**config.mk**
```make
export PLATFORM = sky130hd
export DESIGN_NAME = gpcmd_handler
export DESIGN_NICKNAME = d
export VERILOG_FILES = /design/src/pkg/gpcmd_pkg.sv /design/src/hdl/gpcmd_acceptor.sv /design/src/hdl/gpcmd_handler.sv
export SDC_FILE = /design/constraint.sdc
export NUM_CORES = 1
export LEC_CHECK = 0
export BUFFER_PORTS_ARGS = -buffer_cell sky130_fd_sc_hd__buf_2
export CORE_MARGIN = 3
export CORE_UTILIZATION = 53
export DETAILED_ROUTE_END_ITERATION = 16
export HOLD_SLACK_MARGIN = 0.03
export PLACE_DENSITY = 0.82
export SYNTH_ARGS = -nofsm -noshare
export SYNTH_HDL_FRONTEND = slang
export SYNTH_SLANG_ARGS = --single-unit
```
**constraint.sdc**
```tcl
create_clock -name clk_sys -period 2.14 [get_ports clk_sys]
set_input_delay 0.428 -clock clk_sys [delete_from_list [all_inputs] [get_ports clk_sys]]
set_output_delay 0.428 -clock clk_sys [all_outputs]
set_load 0.005 [all_outputs]
```
**src/pkg/gpcmd_pkg.sv**
```systemverilog
// Package for the instrument bus command handler: command codes, register map, constants.
// Assumes one 50 MHz system clock and an Avalon-MM register master.
package gpcmd_pkg;

    // Interface command bytes (ATN true, bit 7 ignored)
    localparam logic [6:0] CMD_NUL = 7'h00;
    localparam logic [6:0] CMD_GTL = 7'h01;
    localparam logic [6:0] CMD_SDC = 7'h04;
    localparam logic [6:0] CMD_GET = 7'h08;
    localparam logic [6:0] CMD_LLO = 7'h11;
    localparam logic [6:0] CMD_DCL = 7'h14;
    localparam logic [6:0] CMD_SPE = 7'h18;
    localparam logic [6:0] CMD_SPD = 7'h19;
    localparam logic [6:0] CMD_UNL = 7'h3F;
    localparam logic [6:0] CMD_UNT = 7'h5F;
    localparam logic [1:0] GRP_LAD = 2'h1;
    localparam logic [1:0] GRP_TAD = 2'h2;

    // Bus address range and fallback
    localparam logic [4:0] ADDR_MAX     = 5'h1E;
    localparam logic [4:0] ADDR_DEFAULT = 5'h03;

    // Register byte offsets
    localparam logic [3:0] REG_CTRL   = 4'h0;
    localparam logic [3:0] REG_STATUS = 4'h4;
    localparam logic [3:0] REG_RXDATA = 4'h8;
    localparam logic [3:0] REG_TXDATA = 4'hC;

    // Control register fields
    localparam int CTRL_ADDR_LSB  = 0;
    localparam int CTRL_TONLY     = 8;
    localparam int CTRL_SPSTAT_LSB = 16;
    localparam logic [31:0] CTRL_RESET = 32'h0000_0003;

    // Status register fields
    localparam int ST_LSN = 0;
    localparam int ST_TLK = 1;
    localparam int ST_RMT = 2;
    localparam int ST_LLO = 3;
    localparam int ST_SPM = 4;
    localparam int ST_RXV = 5;
    localparam int ST_EOM = 6;
    localparam int ST_TXF = 7;

    // Bus byte carrier
    typedef struct packed {
        logic [7:0] data;
        logic       atn;
        logic       eoi;
    } gpcmd_byte_t;

    // Handshake states, one-hot
    typedef enum logic [2:0] {
        HS_IDLE = 3'b001,
        HS_TAKE = 3'b010,
        HS_DONE = 3'b100
    } gpcmd_hs_t;

endpackage : gpcmd_pkg

```
**src/hdl/gpcmd_acceptor.sv**
```systemverilog
// Byte acceptor: listener side of the three-wire handshake.
// Assumes bus lines already synchronous to clk_sys; DAV from talker, NRFD/NDAC open drain.
module gpcmd_acceptor
    import gpcmd_pkg::*;
(
    input  wire logic        clk_sys,
    input  wire logic        rst_n,
    input  wire logic        enable,
    input  wire logic        ready,
    input  wire logic        dav_n,
    input  wire gpcmd_byte_t bus_in,
    output logic             nrfd_oe,
    output logic             ndac_oe,
    output logic             byte_valid,
    output gpcmd_byte_t      byte_out
);

    gpcmd_hs_t state;
    gpcmd_hs_t next_state;

    ////////////////////////////////////////////////////////////////////////
    // Handshake sequence; holding NRFD low until ready throttles the talker
    always_comb begin
        next_state = state;
        case (state)
            HS_IDLE: if (enable && ready && !dav_n) next_state = HS_TAKE;
            HS_TAKE: next_state = HS_DONE;
            HS_DONE: if (dav_n || !enable) next_state = HS_IDLE;
            default: next_state = HS_IDLE;
        endcase
    end

    always_ff @(posedge clk_sys) begin
        if (!rst_n) state <= HS_IDLE;
        else state <= next_state;
    end

    // Latch byte while DAV is low
    always_ff @(posedge clk_sys) begin
        if (!rst_n) begin
            byte_out   <= '0;
            byte_valid <= 1'b0;
        end else begin
            byte_valid <= (state == HS_IDLE) && (next_state == HS_TAKE);
            if ((state == HS_IDLE) && (next_state == HS_TAKE)) byte_out <= bus_in;
        end
    end

    // Open drain: oe low means drive low; NRFD released when disabled, or when ready and idle; NDAC released when disabled or done
    assign nrfd_oe = !(enable && !(ready && state == HS_IDLE));
    assign ndac_oe = !(enable && state != HS_DONE);

    a_nrfd_hold: assert property (@(posedge clk_sys) disable iff (!rst_n)
        (enable && state != HS_IDLE) |-> !nrfd_oe)
        else $error("NRFD released while not ready");

endmodule : gpcmd_acceptor

```
**src/hdl/gpcmd_handler.sv**
```systemverilog
// Instrument bus interface command handler: address, remote, lockout, poll and clear logic.
// Assumes bus pins synchronous to clk_sys and an Avalon-MM master for the registers.
//
// Overview of operation
// - With controller, both talk and listen.
// - Talk-only mode: send, never listen.
// - Commands are coded bytes, not text.
// - ATN true: byte is interface command.
// - DCL clears errors, commands, both buffers.
// - EOI with data marks final byte.
// - GET when listening restarts measurement.
// - GTL when listening: local, lockout kept.
// - IFC drops talker, listener; idle.
// - Matching listen address makes listener.
// - Matching talk address makes talker.
// - LLO in remote locks front keys.
// - REN false: local, lockout cleared.
// - Null command changes nothing.
// - REN plus listen address enters remote.
// - SDC clears only when listener.
// - SPE: talker sends status byte.
// - SPD: talker resumes measurement data.
// - UNL drops listener role.
// - UNT or other talk address drops talker.
// - Address 0 to 30, else 3; a register write above 30 is ignored and keeps the old address.
module gpcmd_handler
    import gpcmd_pkg::*;
(
    input  wire logic        clk_sys,
    input  wire logic        rst_n,
    // Avalon-MM slave
    input  wire logic [3:0]  avs_address,
    input  wire logic        avs_read,
    input  wire logic        avs_write,
    input  wire logic [31:0] avs_writedata,
    input  wire logic [3:0]  avs_byteenable,
    output logic [31:0]      avs_readdata,
    output logic             avs_waitrequest,
    output logic [1:0]       avs_response,
    // Stored address from nonvolatile memory
    input  wire logic [4:0]  nv_addr,
    input  wire logic        nv_addr_ok,
    // Bus pins
    input  wire logic        atn_n,
    input  wire logic        ifc_n,
    input  wire logic        ren_n,
    input  wire logic        eoi_n_in,
    input  wire logic [7:0]  dio_n_in,
    input  wire logic        dav_n_in,
    input  wire logic        nrfd_n_in,
    input  wire logic        ndac_n_in,
    output logic [7:0]       dio_oe,
    output logic             dav_oe,
    output logic             eoi_oe,
    output logic             nrfd_oe,
    output logic             ndac_oe,
    // Measurement core and front panel
    output logic             meas_trigger,
    output logic             dev_clear,
    output logic             remote,
    output logic             lockout,
    output logic             listener,
    output logic             talker,
    input  wire logic        local_key
);

    ////////////////////////////////////////////////////////////////////////
    // Registers
    logic [31:0] ctrl;
    logic [7:0]  rx_data;
    logic        rx_valid;
    logic        rx_eom;
    logic [7:0]  tx_data;
    logic        tx_eoi;
    logic        tx_full;
    logic        serial_poll;
    logic        addr_valid;
    logic [4:0]  my_addr;
    logic        tx_busy;
    logic [1:0]  tx_phase;

    // Control decode
    wire         talk_only  = ctrl[CTRL_TONLY];
    wire [4:0]   cfg_addr   = ctrl[CTRL_ADDR_LSB +: 5];
    wire [7:0]   poll_stat  = ctrl[CTRL_SPSTAT_LSB +: 8];

    ////////////////////////////////////////////////////////////////////////
    // Address capture after reset release; a bad or out-of-range store falls back
    wire [4:0] boot_addr = (nv_addr_ok && nv_addr <= ADDR_MAX) ? nv_addr : ADDR_DEFAULT;

    always_ff @(posedge clk_sys) begin
        if (!rst_n) begin
            addr_valid <= 1'b0;
            my_addr    <= ADDR_DEFAULT;
        end else if (!addr_valid) begin
            addr_valid <= 1'b1;
            my_addr    <= boot_addr;
        end else if (avs_write && !avs_waitrequest && avs_address == REG_CTRL
                     && avs_byteenable[0] && avs_writedata[4:0] <= ADDR_MAX) begin
            my_addr    <= avs_writedata[4:0];
        end
    end

    ////////////////////////////////////////////////////////////////////////
    // Byte acceptor; only a listener or a command phase takes bytes
    gpcmd_byte_t bus_byte;
    gpcmd_byte_t rx_byte;
    logic        rx_strobe;
    wire         atn        = !atn_n;
    wire         take_en    = !talk_only && (atn || (listener && !rx_valid));

    assign bus_byte.data = ~dio_n_in;
    assign bus_byte.atn  = atn;
    assign bus_byte.eoi  = !eoi_n_in;

    gpcmd_acceptor u_acceptor (
        .clk_sys    (clk_sys),
        .rst_n      (rst_n),
        .enable     (take_en),
        .ready      (1'b1),
        .dav_n      (dav_n_in),
        .bus_in     (bus_byte),
        .nrfd_oe    (nrfd_oe),
        .ndac_oe    (ndac_oe),
        .byte_valid (rx_strobe),
        .byte_out   (rx_byte)
    );

    ////////////////////////////////////////////////////////////////////////
    // Command decode; bit 7 is parity and ignored
    wire       is_cmd   = rx_strobe && rx_byte.atn;
    wire       is_data  = rx_strobe && !rx_byte.atn && listener;
    wire [6:0] cmd      = rx_byte.data[6:0];
    wire [4:0] cmd_addr = rx_byte.data[4:0];
    wire       c_mla    = is_cmd && cmd[6:5] == GRP_LAD && cmd_addr == my_addr;
    wire       c_mta    = is_cmd && cmd[6:5] == GRP_TAD && cmd_addr == my_addr;
    wire       c_otad   = is_cmd && cmd[6:5] == GRP_TAD && cmd_addr != my_addr;
    wire       c_unl    = is_cmd && cmd == CMD_UNL;
    wire       c_dcl    = is_cmd && cmd == CMD_DCL;
    wire       c_sdc    = is_cmd && cmd == CMD_SDC && listener;
    wire       c_get    = is_cmd && cmd == CMD_GET && listener;
    wire       c_gtl    = is_cmd && cmd == CMD_GTL && listener;
    wire       c_llo    = is_cmd && cmd == CMD_LLO;
    wire       c_spe    = is_cmd && cmd == CMD_SPE;
    wire       c_spd    = is_cmd && cmd == CMD_SPD;
    wire       ifc      = !ifc_n;
    wire       ren      = !ren_n;
    wire       sw_clear = avs_write && !avs_waitrequest && avs_address == REG_STATUS;
    wire       do_clear = c_dcl || c_sdc;

    ////////////////////////////////////////////////////////////////////////
    // Addressing state; IFC wins over everything, talk-only forces talker
    always_ff @(posedge clk_sys) begin
        if (!rst_n) begin
            listener <= 1'b0;
            talker   <= 1'b0;
        end else if (ifc) begin
            listener <= 1'b0;
            talker   <= 1'b0;
        end else if (talk_only) begin
            listener <= 1'b0;
            talker   <= 1'b1;
        end else begin
            if (c_mla) listener <= 1'b1;
            else if (c_unl) listener <= 1'b0;
            if (c_mta) talker <= 1'b1;
            else if (c_otad || (is_cmd && cmd == CMD_UNT)) talker <= 1'b0;
        end
    end

    // NUL and unlisted codes fall through every decode above untouched
    a_nul_quiet: assert property (@(posedge clk_sys) disable iff (!rst_n)
        (is_cmd && cmd == CMD_NUL && !ifc && !talk_only) |=> $stable(listener)
        && $stable(talker) && $stable(serial_poll))
        else $error("null command changed state");

    ////////////////////////////////////////////////////////////////////////
    // Remote and lockout; REN false clears both, GTL keeps lockout
    always_ff @(posedge clk_sys) begin
        if (!rst_n) begin
            remote  <= 1'b0;
            lockout <= 1'b0;
        end else if (!ren) begin
            remote  <= 1'b0;
            lockout <= 1'b0;
        end else begin
            if (c_mla) remote <= 1'b1;
            else if (c_gtl) remote <= 1'b0;
            else if (local_key && !lockout) remote <= 1'b0;
            if (c_llo && remote) lockout <= 1'b1;
        end
    end

    ////////////////////////////////////////////////////////////////////////
    // Serial poll mode
    always_ff @(posedge clk_sys) begin
        if (!rst_n) serial_poll <= 1'b0;
        else if (ifc || c_spd) serial_poll <= 1'b0;
        else if (c_spe) serial_poll <= 1'b1;
    end

    // Measurement core pulses
    always_ff @(posedge clk_sys) begin
        if (!rst_n) begin
            meas_trigger <= 1'b0;
            dev_clear    <= 1'b0;
        end else begin
            meas_trigger <= c_get;
            dev_clear    <= do_clear;
        end
    end

    ////////////////////////////////////////////////////////////////////////
    // Receive holding byte; a new byte wins over a software clear
    always_ff @(posedge clk_sys) begin
        if (!rst_n) begin
            rx_data  <= '0;
            rx_valid <= 1'b0;
            rx_eom   <= 1'b0;
        end else if (do_clear) begin
            rx_valid <= 1'b0;
            rx_eom   <= 1'b0;
        end else if (is_data) begin
            rx_data  <= rx_byte.data;
            rx_valid <= 1'b1;
            rx_eom   <= rx_byte.eoi;
        end else if (avs_read && !avs_waitrequest && avs_address == REG_RXDATA) begin
            rx_valid <= 1'b0;
        end else if (sw_clear && avs_writedata[ST_EOM]) begin
            rx_eom   <= 1'b0;
        end
    end

    ////////////////////////////////////////////////////////////////////////
    // Talker source: one output byte, with the three-wire source handshake
    wire tx_go   = talker && !atn && !ifc && (serial_poll || tx_full) && !tx_busy;
    wire tx_wr   = avs_write && !avs_waitrequest && avs_address == REG_TXDATA;

    always_ff @(posedge clk_sys) begin
        if (!rst_n) begin
            tx_data  <= '0;
            tx_eoi   <= 1'b0;
            tx_full  <= 1'b0;
            tx_busy  <= 1'b0;
            tx_phase <= 2'h0;
        end else if (do_clear || ifc || atn) begin
            // Host may fill the byte during a command phase; only a clear drops it
            if (tx_wr && !tx_full && !do_clear) begin
                tx_data <= avs_writedata[7:0];
                tx_eoi  <= avs_writedata[8];
            end
            tx_full  <= do_clear ? 1'b0 : (tx_full || tx_wr);
            tx_busy  <= 1'b0;
            tx_phase <= 2'h0;
        end else begin
            if (tx_wr && !tx_full) begin
                tx_data <= avs_writedata[7:0];
                tx_eoi  <= avs_writedata[8];
                tx_full <= 1'b1;
            end
            if (tx_go && !nrfd_n_in == 1'b0) begin
                tx_busy  <= 1'b1;
                tx_phase <= 2'h1;
            end else if (tx_busy && tx_phase == 2'h1 && ndac_n_in) begin
                tx_phase <= 2'h2;
            end else if (tx_busy && tx_phase == 2'h2) begin
                tx_busy  <= 1'b0;
                tx_phase <= 2'h0;
                if (!serial_poll) tx_full <= 1'b0;
            end
        end
    end

    // Pins: status byte replaces data while polled
    wire [7:0] tx_byte = serial_poll ? poll_stat : tx_data;
    assign dio_oe = (tx_busy) ? tx_byte ^ 8'hFF : 8'hFF;
    assign dav_oe = !(tx_busy && tx_phase == 2'h1);
    assign eoi_oe = !(tx_busy && tx_eoi && !serial_poll);

    ////////////////////////////////////////////////////////////////////////
    // Avalon-MM slave: fixed one wait cycle for every access
    logic ack;
    always_ff @(posedge clk_sys) begin
        if (!rst_n) ack <= 1'b0;
        else ack <= (avs_read || avs_write) && !ack;
    end
    assign avs_waitrequest = (avs_read || avs_write) && !ack;

    wire [31:0] status_word = {24'h0, tx_full, rx_eom, rx_valid, serial_poll,
                               lockout, remote, talker, listener};
    wire        addr_known  = avs_address == REG_CTRL || avs_address == REG_STATUS
                              || avs_address == REG_RXDATA || avs_address == REG_TXDATA;
    wire [31:0] rd_mux = (avs_address == REG_CTRL)   ? {ctrl[31:5], my_addr} :
                         (avs_address == REG_STATUS) ? status_word :
                         (avs_address == REG_RXDATA) ? {23'h0, rx_eom, rx_data} : 32'h0;

    always_ff @(posedge clk_sys) begin
        if (!rst_n) begin
            ctrl         <= CTRL_RESET;
            avs_readdata <= '0;
            avs_response <= 2'h0;
        end else begin
            if (avs_write && !ack && avs_address == REG_CTRL) begin
                for (int i = 0; i < 4; i++) begin
                    if (avs_byteenable[i]) ctrl[i*8 +: 8] <= avs_writedata[i*8 +: 8];
                end
            end
            if ((avs_read || avs_write) && !ack) begin
                avs_readdata <= rd_mux;
                avs_response <= addr_known ? 2'h0 : 2'h2;
            end
        end
    end

    ////////////////////////////////////////////////////////////////////////
    // Checks
    a_ifc_idle: assert property (@(posedge clk_sys) disable iff (!rst_n)
        ifc |=> (!listener && !talker && dav_oe))
        else $error("IFC left device addressed");
    a_tonly_nolisten: assert property (@(posedge clk_sys) disable iff (!rst_n)
        talk_only |=> !listener)
        else $error("listener in talk-only mode");
    a_mla_listen: assert property (@(posedge clk_sys) disable iff (!rst_n)
        (c_mla && !ifc && !talk_only) |=> listener)
        else $error("my listen address ignored");
    a_mta_talk: assert property (@(posedge clk_sys) disable iff (!rst_n)
        (c_mta && !ifc && !talk_only) |=> talker)
        else $error("my talk address ignored");
    a_other_tad: assert property (@(posedge clk_sys) disable iff (!rst_n)
        (c_otad && !talk_only) |=> !talker)
        else $error("other talk address kept talker");
    a_unl_drop: assert property (@(posedge clk_sys) disable iff (!rst_n)
        (c_unl && !c_mla && !talk_only) |=> !listener)
        else $error("UNL kept listener");
    a_ren_local: assert property (@(posedge clk_sys) disable iff (!rst_n)
        !ren |=> (!remote && !lockout))
        else $error("REN false kept remote");
    a_gtl_keep: assert property (@(posedge clk_sys) disable iff (!rst_n)
        (c_gtl && ren && !c_mla) |=> (!remote && lockout == $past(lockout)))
        else $error("GTL wrong");
    a_get_pulse: assert property (@(posedge clk_sys) disable iff (!rst_n)
        c_get |=> meas_trigger ##1 !meas_trigger)
        else $error("GET trigger missing");
    a_sdc_gate: assert property (@(posedge clk_sys) disable iff (!rst_n)
        (is_cmd && cmd == CMD_SDC && !listener) |=> !dev_clear)
        else $error("SDC acted while not listener");
    a_dcl_flush: assert property (@(posedge clk_sys) disable iff (!rst_n)
        c_dcl |=> (dev_clear && !rx_valid && !tx_full))
        else $error("DCL did not flush");
    a_eoi_mark: assert property (@(posedge clk_sys) disable iff (!rst_n)
        (is_data && !do_clear) |=> rx_eom == $past(rx_byte.eoi))
        else $error("EOI not recorded");
    a_llo_lock: assert property (@(posedge clk_sys) disable iff (!rst_n)
        (c_llo && remote && ren) |=> lockout)
        else $error("LLO ignored in remote");
    a_spe_mode: assert property (@(posedge clk_sys) disable iff (!rst_n)
        (c_spe && !ifc) |=> serial_poll)
        else $error("SPE ignored");
    a_spd_mode: assert property (@(posedge clk_sys) disable iff (!rst_n)
        c_spd |=> !serial_poll)
        else $error("SPD ignored");
    a_ren_remote: assert property (@(posedge clk_sys) disable iff (!rst_n)
        (c_mla && ren) |=> remote)
        else $error("remote not entered");
    a_addr_range: assert property (@(posedge clk_sys) disable iff (!rst_n)
        addr_valid |-> my_addr <= ADDR_MAX)
        else $error("bus address out of range");
    a_cmd_noData: assert property (@(posedge clk_sys) disable iff (!rst_n)
        (is_cmd && !do_clear && !is_data) |=> $stable(rx_valid) || !rx_valid)
        else $error("command stored as data");

endmodule : gpcmd_handler

```
# Word-level counts from Yosys, hierarchy flattened
# Cells that the tools add are included.
[op_classes]
n_eq_ne = 27
bitwise = 5
reduce_logical = 111
order_cmp = 2
muxes = 45
[op_table]
columns = ["cell", "n"]
rows = [
  ["1-bit logical AND", 53],
  ["8-bit two-way mux", 5],
  ["32-bit two-way mux", 1],
  ["7-bit by 5-bit == test with 1-bit output (second input constant)", 4],
  ["1-bit two-way mux", 28],
  ["1-bit logical NOT", 20],
  ["9-bit two-way mux", 2],
  ["2-bit AND reduction", 9],
  ["8-bit inverter", 2],
  ["5-bit two-way mux", 3],
  ["1-bit logical OR", 13],
  ["2-bit nonzero test", 6],
  ["5-bit <= comparator (second input constant)", 2],
  ["3-bit case mux with 3 select lines", 1],
  ["3-bit nonzero test", 3],
  ["4-bit == test (second input constant)", 2],
  ["2-bit OR reduction", 4],
  ["7-bit by 1-bit == test with 1-bit output (second input constant)", 1],
  ["7-bit by 3-bit == test with 1-bit output (second input constant)", 1],
  ["7-bit by 4-bit == test with 1-bit output (second input constant)", 1],
  ["7-bit by 6-bit == test with 1-bit output (second input constant)", 1],
  ["7-bit == test (second input constant)", 1],
  ["3-bit by 2-bit == test with 1-bit output (second input constant)", 2],
  ["2-bit two-way mux", 3],
  ["14 further kinds", 22],
]
[totals]
elab_cells = 220
output_inout_bits = 53
register_bits = 117
in_bits = 66

# Logic depth before layout (Yosys ltp)
[depth]
ltp_word = 12
depth_mapped = 6
ltp_nobuf = 4

# By module
# From an unflattened synthesis, not the netlist that was laid out.
[hier_totals]
hier_cells = 515
hier_area_um2 = 4717.0
[modules_own_cells]
columns = ["module", "instances", "cells_each", "area_per_inst_um2"]
rows = [
  ["gpcmd_handler", 1, 452, 4112.7],
  ["gpcmd_acceptor", 1, 63, 604.3],
]

# Worst setup path after synthesis
# Ideal clock, no wire load.
[synth_path]
path_kind = "input to register"
start = "input avs_address[3]"
end = "register my_addr[2]"
setup_time_ns = 0.116
arrival_ns = 1.651
path_stages = 4
slack_ns = 0.374
path_buffers = 0
cell_sequence = "or4_1 > a211o_1 > and2_4 > a31o_1"
[synth_between]
elab_chain_cells = 5
[synth_rtl]
columns = ["element", "line", "text"]
rows = [
  ["from (decl)", "gpcmd_handler.sv:32", "input wire logic [3:0] avs_address,"],
  ["4-bit logical NOT", "gpcmd_handler.sv:98", "end else if (avs_write && !avs_waitrequest && avs_address == REG_CTRL"],
  ["1-bit logical AND", "gpcmd_handler.sv:98", ""],
  ["1-bit logical AND (2 in series)", "gpcmd_handler.sv:99", "&& avs_byteenable[0] && avs_writedata[4:0] <= ADDR_MAX) begin"],
  ["2-bit by 1-bit != test with 1-bit output (no line)", "-", ""],
  ["to (signal assigned)", "gpcmd_handler.sv:97", "my_addr <= boot_addr;"],
  ["to (signal assigned)", "gpcmd_handler.sv:100", "my_addr <= avs_writedata[4:0];"],
  ["to (decl)", "gpcmd_handler.sv:78", "logic [4:0] my_addr;"],
]
# No other way between the ends.
# A chain may end at the register's enable or synchronous reset.

# Final worst setup path
[layout_path]
start = "register serial_poll"
end = "output dio_oe[6]"
[layout_between]
elab_chain_cells = 3
[layout_rtl]
columns = ["element", "line", "text"]
rows = [
  ["from (decl)", "gpcmd_handler.sv:76", "logic serial_poll;"],
  ["from (signal assigned)", "gpcmd_handler.sv:197", "if (!rst_n) serial_poll <= 1'b0;"],
  ["from (signal assigned)", "gpcmd_handler.sv:198", "else if (ifc || c_spd) serial_poll <= 1'b0;"],
  ["from (signal assigned)", "gpcmd_handler.sv:199", "else if (c_spe) serial_poll <= 1'b1;"],
  ["8-bit two-way mux", "gpcmd_handler.sv:275", "wire [7:0] tx_byte = serial_poll ? poll_stat : tx_data;"],
  ["8-bit inverter (no line)", "-", ""],
  ["8-bit two-way mux", "gpcmd_handler.sv:276", "assign dio_oe = (tx_busy) ? tx_byte ^ 8'hFF : 8'hFF;"],
  ["to (decl)", "gpcmd_handler.sv:52", "output logic [7:0] dio_oe,"],
]
# No other way between the ends.

==> reports/summary.txt <==
Power, Total -> 3.75 mW
EDFF count, synth -> 0
Synth cell types -> 56
total track usage -> 0.236
Hold Path End -> u_acceptor.byte_out[2]$_SDFFE_PN0P_
initial DRC count -> 245
Fin Hold WS -> 0.216 ns
post-route ant nets -> 0
synthesized flop and latch total -> 111
R2R Path Start -> u_acceptor.state[0]$_SDFF_PN1_
Fmax -> 493 MHz
I/O Pins -> 119
post-synthesis cell area -> 0.00466 mm^2
antenna violations before repair -> 0
ANT cells -> 0
P per Cell Area -> 673 mW/mm^2
setup TNS -> 0 ns
CTS tree -> done
final WL -> 11900 um
share of cells above drive strength 1 -> 0.287
Mapped Nets -> 563
Clock Sinks -> 111
WP data arrival -> 1.60 ns
largest net degree at the start of global routing -> 84
CP Launch Type -> register
RSZ-0062 raised after global routing -> false
Synth-to-Final Area Change -> 19.5%
Peak supply drop -> 0.347 mV
Residual DRC -> 0
mean post-synth cell area -> 9.38 um^2
relative slew slack -> 0.583
die span in y -> 99.8 um
Vias/cell -> 5.72
leading register cell type out of synthesis -> dfxtp_1
HP Start -> dio_n_in[0]
die extent in x -> 99.8 um
Worst Path Required -> 1.71 ns
Yosys warning count -> 0
number of fill cells in the layout -> 702
Fin. Hold Viols -> 0
async set or reset register ratio after synthesis -> 0
vias -> 4104
Worst setup EP type -> output pin
final setup vio count -> 0
post-synthesis sequential area ratio -> 0.477
die area -> 0.00995 mm^2
Least-Margin Pin Slew -> 0.624 ns
maximum fanout along the worst path -> 10
dpl hpwl -> 8640 um
flop2flop setup slack -> 0.36 ns
Worst Hold Depth -> 2
depth of the CTS H-tree -> 3
post-CTS setup buffer count -> 0
IO buf count -> 117
Tcrit/Tclk final -> 0.948
Clk pin slew, worst setup/hold paths -> 0.10 ns
RD Place Congestion -> 0.861
later-pin clock latency in the skew report -> 0.37 ns
post-cts hold buffer count -> 0
number of CTS-inserted buffers -> 9
crit path time final -> 2.03 ns
core area -> 0.00838 mm^2
count of pins over their slew limit -> 0
Syn Inst Count -> 497
first-pass GRT wire length -> 18900 um
post-cts sizing count -> 0
TritonRoute pass-1 iters -> 5
status -> completed
clock root buffer master -> clkbuf_8
Std-Cell Rows -> 33
vias in the first global route -> 3938
maxcap violations -> 0
Setup Skew -> 0.0157 ns
Hold Path Class -> input port to register
CP Class -> register to output pin
Final #Nets -> 674
Worst R2R Path Depth -> 5
Critical R2R Capture -> u_acceptor.byte_out[3]$_SDFFE_PN0P_
total leakage power -> 2.49 nW
GRT overflow -> 0
clock buffer depth -> 2
wire per inst -> 16.5 um
initial core utilization -> 0.556
==> placed cells by master, fill, tap and decap left out, drive strengths merged, types with 3 or more instances in the layout <==
master   count
a211oi      12
nor3         7
a22oi       31
xor2         5
nor2        88
dfxtp      111
nand4        6
mux2         8
o21ai        3
nand4b       3
nand3b       4
or2          3
clkbuf      10
inv         13
nand2b       3
a21oi       17
nor4         3
nand3       12
buf        133
o2bb2ai      8
mux2i       53
nor2b        4
nand2       38
and2         4
==> area by class of cell <==
type                            instances  area, um^2  share of cell area
Clock buffer                           10         128              0.0229
Clock inverter                          6        75.1              0.0135
Inverter                               10        37.5             0.00674
Multi-Input combinational cell        343        2260               0.405
Sequential cell                       111        2220               0.399
Tap cell                              105         131              0.0236
Timing Repair Buffer                  133         718               0.129
==> report_power, final <==
group          switching [mW]  internal, mW  total, mW
clock network           0.722         0.561       1.28
logic                   0.189         0.138      0.328
registers              0.0389          2.10       2.14
total                   0.950          2.80       3.75
==> worst max-delay path, stage by stage (launching register included) <==
cell and delay (ns):
dfxtp_1 0.62, mux2_2 0.40, nand2_1 0.09, buf_2 0.12
==> synth_stat cells, types with 3 or more instances <==
master	n	area, um^2
a21oi_1	17	85.1
mux2_2	8	90.1
nand3b_1	4	30.0
and2_1	3	18.8
xor2_1	5	43.8
nand4b_1	3	26.3
nor2b_1	4	25.0
clkbuf_1	24	90.1
nand3_1	9	45.0
inv_1	10	37.5
nand4_1	6	37.5
buf_4	3	22.5
nor3_1	7	35.0
buf_2	3	15.0
nor2_1	88	330
or2_2	3	18.8
mux2i_1	53	531
o21ai_0	3	15.0
nand2b_1	3	18.8
nand3_2	3	30.0
dfxtp_1	111	2220
a211oi_1	5	37.5
a22oi_1	31	233
a211oi_2	7	87.6
o2bb2ai_1	8	70.1
nand2_1	38	143
==> cell families after synthesis <==
group / after synthesis / synth area share
AOI/OAI and AO/OA: 91 / 0.153
xor gates and xnor gates: 5 / 0.00940
buffers and inverters: 43 / 0.0395
DFF: 111 / 0.477
muxes: 61 / 0.133
other: 1 / 0.000805
and+or+nand+nor: 185 / 0.187
==> metal layers <==
layer	part of all wire	track usage	vias up
met3	0.055	0.0428	32
met4	0.029	0.102	0
met1	0.43	0.305	1945
met5	0	0	-
met2	0.49	0.388	137
li1	-	-	1990
==> flip-flops by register name, summed over array words and instances (netlist names), 2 cells and up <==
| signal | flops |
|---|---|
| avs_readdata | 32 |
| ctrl | 27 |
| my_addr | 5 |
| rx_data | 8 |
| tx_data | 8 |
| tx_phase | 2 |
| u_acceptor.byte_out | 10 |
| u_acceptor.state | 3 |
==> through the flow <==
stage / cells / instance area [um^2] / setup slack (ns) / util
final: 718 / 5570 / 0.110 / 0.664
after global routing: 718 / 5570 / 0.0422 / 0.664
after CTS: 718 / 5570 / 0.0944 / 0.664
after detailed placement: 702 / 5370 / 0.135 / 0.640
after global placement: 702 / 5370 / 0.189 / 0.640
after floorplan: 497 / 4660 / 0.374 / -
==> how the worst max path moves through the flow <==
stage	start	endpoint	slack, ns	cells past startpoint
after CTS	serial_poll$_SDFFE_PP0P_	dio_oe[6]	0.09	3
after global placement	avs_address[3]	my_addr[2]$_SDFFE_PN0P_	0.19	5
after global routing	serial_poll$_SDFFE_PP0P_	dio_oe[6]	0.04	3
final	serial_poll$_SDFFE_PP0P_	dio_oe[6]	0.11	3
after detailed placement	avs_address[3]	my_addr[2]$_SDFFE_PN0P_	0.14	5
after floorplan	avs_address[3]	my_addr[2]$_SDFFE_PN0P_	0.37	4
(Power assumes the default switching activity.)
